--- src/include/pccs_pkg.sv ---
//
// Purpose: shared constants and types for the pci cache command selector
// Assumes: pci clock domain, 32-bit bus, byte counts in bytes
// Notes: register offsets are local to the plain register port
//
`default_nettype none
package pccs_pkg;
	// ------------------------------------------------------------
	// register map
	// ------------------------------------------------------------
	localparam logic [3:0] OFS_CLS = 4'h0; // cache_line_size_reg
	localparam logic [3:0] OFS_CTRL = 4'h1; // transfer_control_reg
	localparam logic [3:0] OFS_MODE = 4'h2; // transfer_mode_reg
	localparam logic [3:0] OFS_T3 = 4'h3; // test_reg_three
	localparam logic [3:0] OFS_T5 = 4'h4; // test_reg_five
	localparam logic [3:0] OFS_PCICMD = 4'h5; // pci command register
	localparam logic [3:0] OFS_STAT = 4'h6; // selector status
	// field positions
	localparam int CTRL_CSE_BIT = 7; // cache_size_enable
	localparam int MODE_BL_HI = 7;
	localparam int MODE_BL_LO = 6;
	localparam int MODE_RL_BIT = 3; // read_line_enable
	localparam int MODE_RM_BIT = 2; // read_multiple_enable
	localparam int T3_WI_BIT = 0; // chip_write_invalidate_enable
	localparam int T5_BL_BIT = 2;
	localparam int PCICMD_WI_BIT = 4; // pci_write_invalidate_enable
	localparam logic [7:0] RST_BYTE = 8'h00;
	// ------------------------------------------------------------
	// pci commands
	// ------------------------------------------------------------
	typedef enum logic [3:0]
	{
		CMD_MR = 4'h6,
		CMD_MW = 4'h7,
		CMD_MRM = 4'hc,
		CMD_MRL = 4'he,
		CMD_MWI = 4'hf
	} pccs_cmd_t;
	// transfer kinds from the requesting engine
	typedef enum logic [1:0]
	{
		KIND_NORMAL = 2'b00,
		KIND_NOPF_FETCH = 2'b01,
		KIND_LOADSTORE = 2'b10,
		KIND_FLUSH = 2'b11
	} pccs_kind_t;
	// request from the dma engine
	typedef struct packed
	{
		logic [31:0] addr;
		logic [31:0] src_addr;
		logic [15:0] count;
		logic write;
		logic mem2mem;
		pccs_kind_t kind;
	} pccs_req_t;
	// one burst decision
	typedef struct packed
	{
		pccs_cmd_t cmd;
		logic [31:0] addr;
		logic [15:0] bytes;
	} pccs_burst_t;
	localparam logic [15:0] DW_BYTES = 16'h0004;
	localparam logic [1:0] DW_MASK = 2'h3;
endpackage : pccs_pkg
`default_nettype wire

--- src/design/pccs_select.sv ---
//
// Purpose: choose pci command and burst split for bus-master transfers
// Assumes: one request in flight; bus side acknowledges each burst
// Notes: register port is plain address/strobe; read data next cycle
//
// Functional notes
// - eight-bit cache line size register detects misalignment
// - cache commands only with cache size enable
// - only 4..128 power-of-two dwords valid
// - burst length must reach cache line size
// - no cache for fetch, load/store, flush
// - failed preconditions: plain read/write, no alignment
// - read line needs read line enable
// - read multiple needs read multiple enable
// - invalidate needs both write invalidate enables
// - disabled command falls back to next enabled
// - no commands enabled: still align writes
// - reads unaligned, burst length sized
// - short read fetched in one burst
// - dword crossing read uses read line
// - cache line crossing read uses read multiple
// - otherwise plain memory read
// - first write burst reaches line boundary
// - invalidate bursts while remaining exceeds threshold
// - residual plain write finishes transfer
// - memory moves need matching low address bits
// - little endian, byte zero on bits 7:0
// - read multiple wins over read line on cache line crossing
// - invalidate needs full line buffered, aligned
// - latency expiry in invalidate: finish line, then release
// - after disconnect, invalidate only if aligned
//
`default_nettype none
module pccs_select
	import pccs_pkg::*;
(
	input wire logic CORE_CLK, // pci clock
	input wire logic RST, // synchronous reset, high
	input wire logic [3:0] REG_ADDR, // register index
	input wire logic [7:0] REG_WDATA, // register write data
	input wire logic REG_WR, // write strobe
	input wire logic REG_RD, // read strobe
	output logic [7:0] REG_RDATA, // read data, cycle after strobe
	input wire pccs_req_t REQ, // transfer request
	input wire logic REQ_VALID, // request strobe
	output logic REQ_READY, // idle, can take request
	input wire logic [15:0] BUF_BYTES, // bytes held in transfer buffer
	output pccs_burst_t BURST, // current burst decision
	output logic BURST_VALID, // burst decision valid
	input wire logic BURST_DONE, // bus finished burst
	input wire logic [15:0] DONE_BYTES, // bytes moved by that burst
	input wire logic LAT_EXPIRE, // latency timer expired
	input wire logic DISCONNECT, // target ended burst early
	output logic BUS_RELEASE, // give up bus at line boundary
	output logic XFER_DONE // one-cycle end of transfer
);
	// ------------------------------------------------------------
	// registers
	// ------------------------------------------------------------
	logic [7:0] cls_q, ctrl_q, mode_q, t3_q, t5_q, pcicmd_q;
	logic [7:0] rdata_q;
	// register writes
	always_ff @(posedge CORE_CLK)
	begin
		if (RST)
		begin
			cls_q <= RST_BYTE;
			ctrl_q <= RST_BYTE;
			mode_q <= RST_BYTE;
			t3_q <= RST_BYTE;
			t5_q <= RST_BYTE;
			pcicmd_q <= RST_BYTE;
		end
		else if (REG_WR)
		begin
			if (REG_ADDR == OFS_CLS) cls_q <= REG_WDATA;
			if (REG_ADDR == OFS_CTRL) ctrl_q <= REG_WDATA;
			if (REG_ADDR == OFS_MODE) mode_q <= REG_WDATA;
			if (REG_ADDR == OFS_T3) t3_q <= REG_WDATA;
			if (REG_ADDR == OFS_T5) t5_q <= REG_WDATA;
			if (REG_ADDR == OFS_PCICMD) pcicmd_q <= REG_WDATA;
		end
	end
	// ------------------------------------------------------------
	// cache mode qualification
	// ------------------------------------------------------------
	wire cls_valid = (cls_q == 8'h04) || (cls_q == 8'h08) ||
		(cls_q == 8'h10) || (cls_q == 8'h20) || (cls_q == 8'h40) ||
		(cls_q == 8'h80);
	// burst length code: mode[7:6] plus test five bit 2
	wire [2:0] bl_code = {t5_q[T5_BL_BIT], mode_q[MODE_BL_HI:MODE_BL_LO]};
	// burst length in dwords = 2 << code
	wire [8:0] bl_dw = 9'h002 << bl_code;
	wire [15:0] bl_bytes = {5'h00, bl_dw, 2'b00};
	wire [15:0] cls_bytes = {6'h00, cls_q, 2'b00};
	wire cache_base = ctrl_q[CTRL_CSE_BIT] && cls_valid &&
		({1'b0, cls_q} <= bl_dw);
	wire rl_en = mode_q[MODE_RL_BIT];
	wire rm_en = mode_q[MODE_RM_BIT];
	wire wi_en = t3_q[T3_WI_BIT] && pcicmd_q[PCICMD_WI_BIT];
	// ------------------------------------------------------------
	// transfer state
	// ------------------------------------------------------------
	typedef enum logic [1:0]
	{
		ST_IDLE = 2'b00,
		ST_ISSUE = 2'b01,
		ST_WAIT = 2'b10
	} pccs_state_t;
	pccs_state_t state_q, state_d;
	pccs_req_t req_q;
	logic cache_q; // cache mode for this transfer
	logic [31:0] addr_q;
	logic [15:0] rem_q;
	pccs_burst_t burst_q;
	logic bvalid_q, release_q, done_q;
	// cache mode per transfer
	wire kind_ok = (REQ.kind == KIND_NORMAL);
	wire cache_now = cache_base && kind_ok;
	// alignment quantities
	wire [15:0] cls_mask = cls_bytes - 16'h0001;
	wire [15:0] off_line = addr_q[15:0] & cls_mask;
	wire [15:0] to_line = (off_line == 16'h0000) ? 16'h0000 :
		cls_bytes - off_line;
	wire line_aligned = (off_line == 16'h0000);
	// memory moves need identical low three bits on both ends
	wire m2m_ok = !req_q.mem2mem ||
		(req_q.src_addr[2:0] == req_q.addr[2:0]);
	wire walign = cache_q && m2m_ok;
	// ------------------------------------------------------------
	// read burst sizing and command
	// ------------------------------------------------------------
	wire [15:0] rd_len = (rem_q < bl_bytes) ? rem_q : bl_bytes;
	// short transfer goes in one burst
	wire [15:0] rd_end = addr_q[15:0] + rd_len - 16'h0001;
	wire rd_cross_dw = (rd_end[15:2] != addr_q[15:2]);
	wire rd_cross_cl = ((rd_end & ~cls_mask) !=
		(addr_q[15:0] & ~cls_mask));
	// line crossing prefers read multiple, dword crossing prefers read line
	wire pccs_cmd_t rd_cmd = !cache_q ? CMD_MR :
		(rd_cross_cl && rm_en) ? CMD_MRM :
		(rd_cross_cl && rl_en) ? CMD_MRL :
		(rd_cross_dw && rl_en) ? CMD_MRL :
		(rd_cross_dw && rm_en) ? CMD_MRM : CMD_MR;
	// ------------------------------------------------------------
	// write burst sizing and command
	// ------------------------------------------------------------
	// largest multiple of line size not above remaining or burst length
	wire [15:0] wi_cap = (rem_q < bl_bytes) ? rem_q : bl_bytes;
	wire [15:0] wi_len = wi_cap & ~cls_mask;
	wire wi_ok = walign && wi_en && line_aligned &&
		(wi_len != 16'h0000) && (BUF_BYTES >= cls_bytes);
	wire [15:0] wr_plain = (rem_q < bl_bytes) ? rem_q : bl_bytes;
	wire do_align = walign && !line_aligned && (rem_q > to_line);
	wire [15:0] wr_len = wi_ok ? wi_len :
		do_align ? ((to_line < bl_bytes) ? to_line : bl_bytes) :
		wr_plain;
	wire pccs_cmd_t wr_cmd = wi_ok ? CMD_MWI : CMD_MW;
	// ------------------------------------------------------------
	// state machine
	// ------------------------------------------------------------
	wire [15:0] moved = (DONE_BYTES > rem_q) ? rem_q : DONE_BYTES;
	wire [15:0] rem_next = rem_q - moved;
	wire last = (rem_next == 16'h0000);
	wire mwi_run = bvalid_q && (burst_q.cmd == CMD_MWI);
	// next state
	always_comb
	begin
		state_d = state_q;
		unique case (state_q)
			ST_IDLE: if (REQ_VALID) state_d = ST_ISSUE;
			ST_ISSUE: state_d = ST_WAIT;
			ST_WAIT: if (BURST_DONE) state_d = last ? ST_IDLE : ST_ISSUE;
		endcase
	end
	// sequencing registers
	always_ff @(posedge CORE_CLK)
	begin
		if (RST)
		begin
			state_q <= ST_IDLE;
			req_q <= '0;
			cache_q <= 1'b0;
			addr_q <= 32'h0000_0000;
			rem_q <= 16'h0000;
			burst_q <= '{cmd: CMD_MR, addr: 32'h0000_0000, bytes: 16'h0000};
			bvalid_q <= 1'b0;
			release_q <= 1'b0;
			done_q <= 1'b0;
		end
		else
		begin
			state_q <= state_d;
			done_q <= 1'b0;
			if (state_q == ST_IDLE && REQ_VALID)
			begin
				req_q <= REQ;
				cache_q <= cache_now;
				addr_q <= REQ.addr;
				rem_q <= REQ.count;
			end
			if (state_q == ST_ISSUE)
			begin
				// byte lanes stay little endian: lane 0 is bits 7:0
				burst_q.addr <= addr_q;
				burst_q.cmd <= req_q.write ? wr_cmd : rd_cmd;
				burst_q.bytes <= req_q.write ? wr_len : rd_len;
				bvalid_q <= 1'b1;
				release_q <= 1'b0;
			end
			// latency expiry in invalidate: run to line end, then release
			if (mwi_run && LAT_EXPIRE)
				release_q <= 1'b1;
			if (state_q == ST_WAIT && BURST_DONE)
			begin
				addr_q <= addr_q + {16'h0000, moved};
				rem_q <= rem_next;
				bvalid_q <= 1'b0;
				// re-evaluated from new address on next ownership
				done_q <= last;
			end
		end
	end
	// ------------------------------------------------------------
	// register readback
	// ------------------------------------------------------------
	wire [7:0] stat = {4'h0, bvalid_q, cache_q, state_q};
	wire [7:0] rd_mux = (REG_ADDR == OFS_CLS) ? cls_q :
		(REG_ADDR == OFS_CTRL) ? ctrl_q :
		(REG_ADDR == OFS_MODE) ? mode_q :
		(REG_ADDR == OFS_T3) ? t3_q :
		(REG_ADDR == OFS_T5) ? t5_q :
		(REG_ADDR == OFS_PCICMD) ? pcicmd_q :
		(REG_ADDR == OFS_STAT) ? stat : RST_BYTE;
	// read data register, zero outside read cycle
	always_ff @(posedge CORE_CLK)
	begin
		if (RST)
			rdata_q <= RST_BYTE;
		else
			rdata_q <= REG_RD ? rd_mux : RST_BYTE;
	end
	// ------------------------------------------------------------
	// outputs
	// ------------------------------------------------------------
	logic ready_q;
	always_ff @(posedge CORE_CLK)
	begin
		if (RST)
			ready_q <= 1'b0;
		else
			ready_q <= (state_d == ST_IDLE);
	end
	assign REG_RDATA = rdata_q;
	assign REQ_READY = ready_q;
	assign BURST = burst_q;
	assign BURST_VALID = bvalid_q;
	assign BUS_RELEASE = release_q;
	assign XFER_DONE = done_q;
	// ------------------------------------------------------------
	// assertions
	// ------------------------------------------------------------
	a_no_cache_cmd: assert property (@(posedge CORE_CLK) disable iff (RST)
		(bvalid_q && !cache_q) |-> (burst_q.cmd inside {CMD_MR, CMD_MW}))
		else $error("cache command without cache mode");
	a_mwi_enable: assert property (@(posedge CORE_CLK) disable iff (RST)
		(bvalid_q && burst_q.cmd == CMD_MWI) |-> wi_en)
		else $error("invalidate issued while disabled");
	a_mwi_aligned: assert property (@(posedge CORE_CLK) disable iff (RST)
		(bvalid_q && burst_q.cmd == CMD_MWI) |->
		((burst_q.addr[15:0] & cls_mask) == 16'h0000))
		else $error("invalidate burst not line aligned");
	a_mrl_enable: assert property (@(posedge CORE_CLK) disable iff (RST)
		(bvalid_q && burst_q.cmd == CMD_MRL) |-> rl_en)
		else $error("read line issued while disabled");
	a_mrm_enable: assert property (@(posedge CORE_CLK) disable iff (RST)
		(bvalid_q && burst_q.cmd == CMD_MRM) |-> rm_en)
		else $error("read multiple issued while disabled");
	a_rd_len_cap: assert property (@(posedge CORE_CLK) disable iff (RST)
		(state_q == ST_ISSUE && !req_q.write) |=>
		(burst_q.bytes <= bl_bytes))
		else $error("read burst above burst length");
	a_kind_bypass: assert property (@(posedge CORE_CLK) disable iff (RST)
		(state_q == ST_IDLE && REQ_VALID && REQ.kind != KIND_NORMAL)
		|=> !cache_q)
		else $error("cache used on excluded transfer");
	a_done_idle: assert property (@(posedge CORE_CLK) disable iff (RST)
		$rose(done_q) |-> (state_q == ST_IDLE && rem_q == 16'h0000))
		else $error("transfer end with bytes left");
	c_mwi: cover property (@(posedge CORE_CLK) bvalid_q && burst_q.cmd == CMD_MWI);
	c_mrm: cover property (@(posedge CORE_CLK) bvalid_q && burst_q.cmd == CMD_MRM);
	c_mrl: cover property (@(posedge CORE_CLK) bvalid_q && burst_q.cmd == CMD_MRL);
	c_release: cover property (@(posedge CORE_CLK) release_q);
endmodule : pccs_select
`default_nettype wire

--- config.mk ---
export PLATFORM = sky130hd
export DESIGN_NAME = pccs_select
export DESIGN_NICKNAME = d
export VERILOG_FILES = /design/src/include/pccs_pkg.sv /design/src/design/pccs_select.sv
export SDC_FILE = /design/constraint.sdc
export NUM_CORES = 1
export LEC_CHECK = 0
export ABC_AREA = 1
export BUFFER_PORTS_ARGS = -buffer_cell sky130_fd_sc_hd__buf_2
export CAP_MARGIN = 20
export CORE_UTILIZATION = 32
export CTS_CLUSTER_DIAMETER = 60
export DETAILED_ROUTE_END_ITERATION = 6
export SLEW_MARGIN = 0
export SYNTH_ARGS = -nofsm -noshare
export SYNTH_HDL_FRONTEND = slang
export SYNTH_SLANG_ARGS = --single-unit
export TNS_END_PERCENT = 50
--- constraint.sdc ---
create_clock -name CORE_CLK -period 7.6 [get_ports CORE_CLK]
set_clock_uncertainty 0.2 [all_clocks]
set_input_delay 1.52 -clock CORE_CLK [delete_from_list [all_inputs] [get_ports CORE_CLK]]
set_output_delay 1.52 -clock CORE_CLK [all_outputs]
set_load 0.03 [all_outputs]
==> impl_metrics.yaml <==
critical_path:
  end_kind: "flip-flop"
  startpoint_type: "input pin"
  path_class: "in -> reg"
  rr_worst_depth: 23
  crit_family: "compound AO/OA/AOI/OAI gates"
  path_buf_inv: 3
  critPathArrivalTime_ns: 6.10
  slowest_delay_ns: 0.43
  worst_ep_required_time_ns: 7.74
  path_common_cell: "nand2_1"
  cp_num_cells: 29
  crit_slowest_cell: "o21ai_0"
  path_max_fanout: 13
route:
  ant_nets: 0
  vias_per_cell: 5.26
  dr.pass1.iters: 7
  route.detailed.drc: 0
  drt_iter0_drc: 1144
  vias: 14332
  drt_wl_total_um: 48000
  post_drt_wl_per_cell_um: 17.6
layout:
  final_area_sq_um: 15200
  final_nets: 2437
  syn_to_final_growth_pct: 14.8
  final_util_pct: 37.2
  largest_register_ffs: 51
  layout-drive-gt1-share_pct: 12.3
timing:
  worst_pin_slew_ns: 0.790
  setup_viol: 0
  post-route-min-period_ns: 5.96
  slew_viol_final: 0
  relSlewSlack_pct: 47.3
  rsz0062_at_grt: "false"
  holdWs_ns: 0.238
  layout_setup_ws_ns: 1.64
  fmax_ghz: 0.168
  finalHoldViolCount: 0
  fin_crit_sh_pct: 78.4
  fin_tns_setup_ns: 0
synth:
  synth_edf_count: 0
  syn-cell-area_sq_um: 13200
  yosysSeqAreaShare_pct: 25.7
  ys_ff_latch: 170
  synth_common_cells: "463 x nand2_1, 269 x inv_1, 195 x a21oi_1"
  syn_area_per_cell_sq_um: 6.47
  ys_types: 58
  yosys_warnings: 0
  synth_area_leaders: "dfxtp_1 26%, nand2_1 13%, ha_1 11%, inv_1 7.6%, a21oi_1 7.4%"
  muxShareOfSynthArea_pct: 0
  synth_top_family_by_area: "simple AND/OR/NAND/NOR gates"
  synth-xor-area-share_pct: 3.58
  synth_area_leader_cell: "dfxtp_1"
  synthAdderAreaFrac_pct: 11.8
  yosysTopAreaCellShare_pct: 25.7
  syn_inst: 2043
  synth-compound-area-share_pct: 20.8
  async_flop_share_pct: 0
  ys.flop_type: "dfxtp_1"
  synthMostInstantiatedCell: "nand2_1"
  synthSimpleGateAreaFrac_pct: 27.9
clock_tree:
  clockBufferDepth: 2
  cts_tree: "yes"
  htree_levels: 4
  cts_root_buf: "clkbuf_16"
  cts_sinks: 170
  insertion_delay_ns: 0.48
  cts_resized: 0
  cts_buffers: 17
  cts_hold_buf: 0
  post-cts-setup-buffer-count: 0
  clk_pin_slew_ns: 0.08
power_and_ir_drop:
  p_switching_mw: 2.07
  p_seq_share_pct: 25.5
  p_int_mw: 2.28
  ir_drop_mv: 0.167
  p_sw_share_pct: 47.6
  clockPowerShare_pct: 21.7
  p_leak_nw: 7.27
  p_per_area_nw_per_um2: 286
  combinationalPowerShare_pct: 52.8
min_path:
  holdPathStages: 2
  hp-class: "reg -> reg"
floorplanning:
  rows: 74
  io_pins: 200
  dieHeight_um: 205
  dieArea_sq_um: 42100
  die_width_um: 205
  design.core.area_sq_um: 40700
  initial_core_util_pct: 32.4
grt:
  antenna_found_initial: 2
  grt_start_max_net_pins: 80
  grt-ovfl-total: 0
  grt_pass1_wl_um: 73800
  grt_usage_pct: 22.8
  first_global_vias: 13451
placement:
  routabilityCongestion: 0.941
  dp_slack_ns: 1.24
  placed_cell_area_sq_um: 14500
  dp_hpwl_um: 37500
  port_buffers: 168
status:
  outcome: "finished clean"
flow_run:
  maxCapViolations: 0
-- cell families after synthesis --
logic type,Yosys count
AOI/OAI and AO/OA,492
adders and majority gates,123
other,1
buffers and inverters,347
xor gates and xnor gates,54
DFF,170
and+or+nand+nor,856
-- worst min-delay path, cell delays in order (launching register included) --
cell and delay [ns]:
dfxtp_1 0.31, nand2_1 0.06, nor2_1 0.03
-- through the flow --
step                cells  power [mW]
CTS                  2723        4.34
global placement     2691        3.35
floorplan            2047        2.78
global route         2725        4.71
detailed placement   2691        3.39
finish               2725        4.35
-- final timing paths --
path,slack [ns],start,end
worst max-delay path,1.64,DONE_BYTES[1],addr_q[28]$_SDFFE_PP0P_
worst min-delay path,0.24,BURST[13]$_SDFFE_PP0P_,BURST[13]$_SDFFE_PP0P_
worst max register to register,2.11,cls_q[0]$_SDFFE_PP0P_,BURST[2]$_SDFFE_PP0P_
worst min register to register,0.24,BURST[13]$_SDFFE_PP0P_,BURST[13]$_SDFFE_PP0P_
-- cell type report --
cell class | count | area [sq um]
fill | 4462 | 25600
clock inverter | 13 | 170
multi-input combinational | 1530 | 8500
clock buffer | 19 | 453
timing repair buffer | 179 | 923
inverter | 280 | 1050
tap | 532 | 666
antenna | 2 | 5.00
sequential | 170 | 3400
-- layout by cell type, fill, tap and decap left out, types with 4 or more instances in the layout --
cell | synthesis | final
o211ai_1 | 12 | 12
or2_2 | 5 | 5
ha_1 | 120 | 119
o22ai_1 | 6 | 6
o21ai_1 | 19 | 19
inv_2 | 7 | 8
o21ai_0 | 178 | 178
buf_2 | 6 | 168
nor2_1 | 173 | 172
nand2_2 | 6 | 6
a211oi_1 | 7 | 7
inv_6 | 0 | 5
inv_1 | 269 | 268
a221oi_1 | 9 | 9
buf_4 | 2 | 11
o31ai_1 | 4 | 4
dfxtp_1 | 170 | 170
nand4_1 | 32 | 32
nand2_1 | 463 | 463
xor2_1 | 32 | 32
nor2_2 | 11 | 12
nor4_1 | 7 | 7
nand3b_1 | 8 | 8
nor3_1 | 18 | 18
clkinv_1 | 4 | 4
xnor2_1 | 22 | 22
o21a_1 | 10 | 10
a31oi_1 | 9 | 9
o221ai_1 | 12 | 12
a21boi_0 | 4 | 4
a21oi_2 | 10 | 10
conb_1 | 1 | 5
nand3_1 | 114 | 114
clkbuf_16 | 0 | 17
a21oi_1 | 195 | 195
-- power groups by stage --
| stage | clock network [mW] | registers [mW] | logic (mW) |
|---|---|---|---|
| after floorplan | 0 | 1.18 | 1.61 |
| after detailed placement | 0 | 1.13 | 2.26 |
| after CTS | 0.960 | 1.11 | 2.27 |
| after global placement | 0 | 1.13 | 2.23 |
| after global routing | 0.996 | 1.12 | 2.59 |
| final | 0.941 | 1.11 | 2.30 |
-- routing by layer --
metal  global-route usage (%)  wire length (um)  share of wire (%)
met1                     29.5             21300                 44
met2                     37.4             21800                 46
met3                     3.63              3040                6.3
met4                     10.2              1780                3.7
met5                        0                 0                  0
Note: power is estimated with default switching activity, not from simulation.
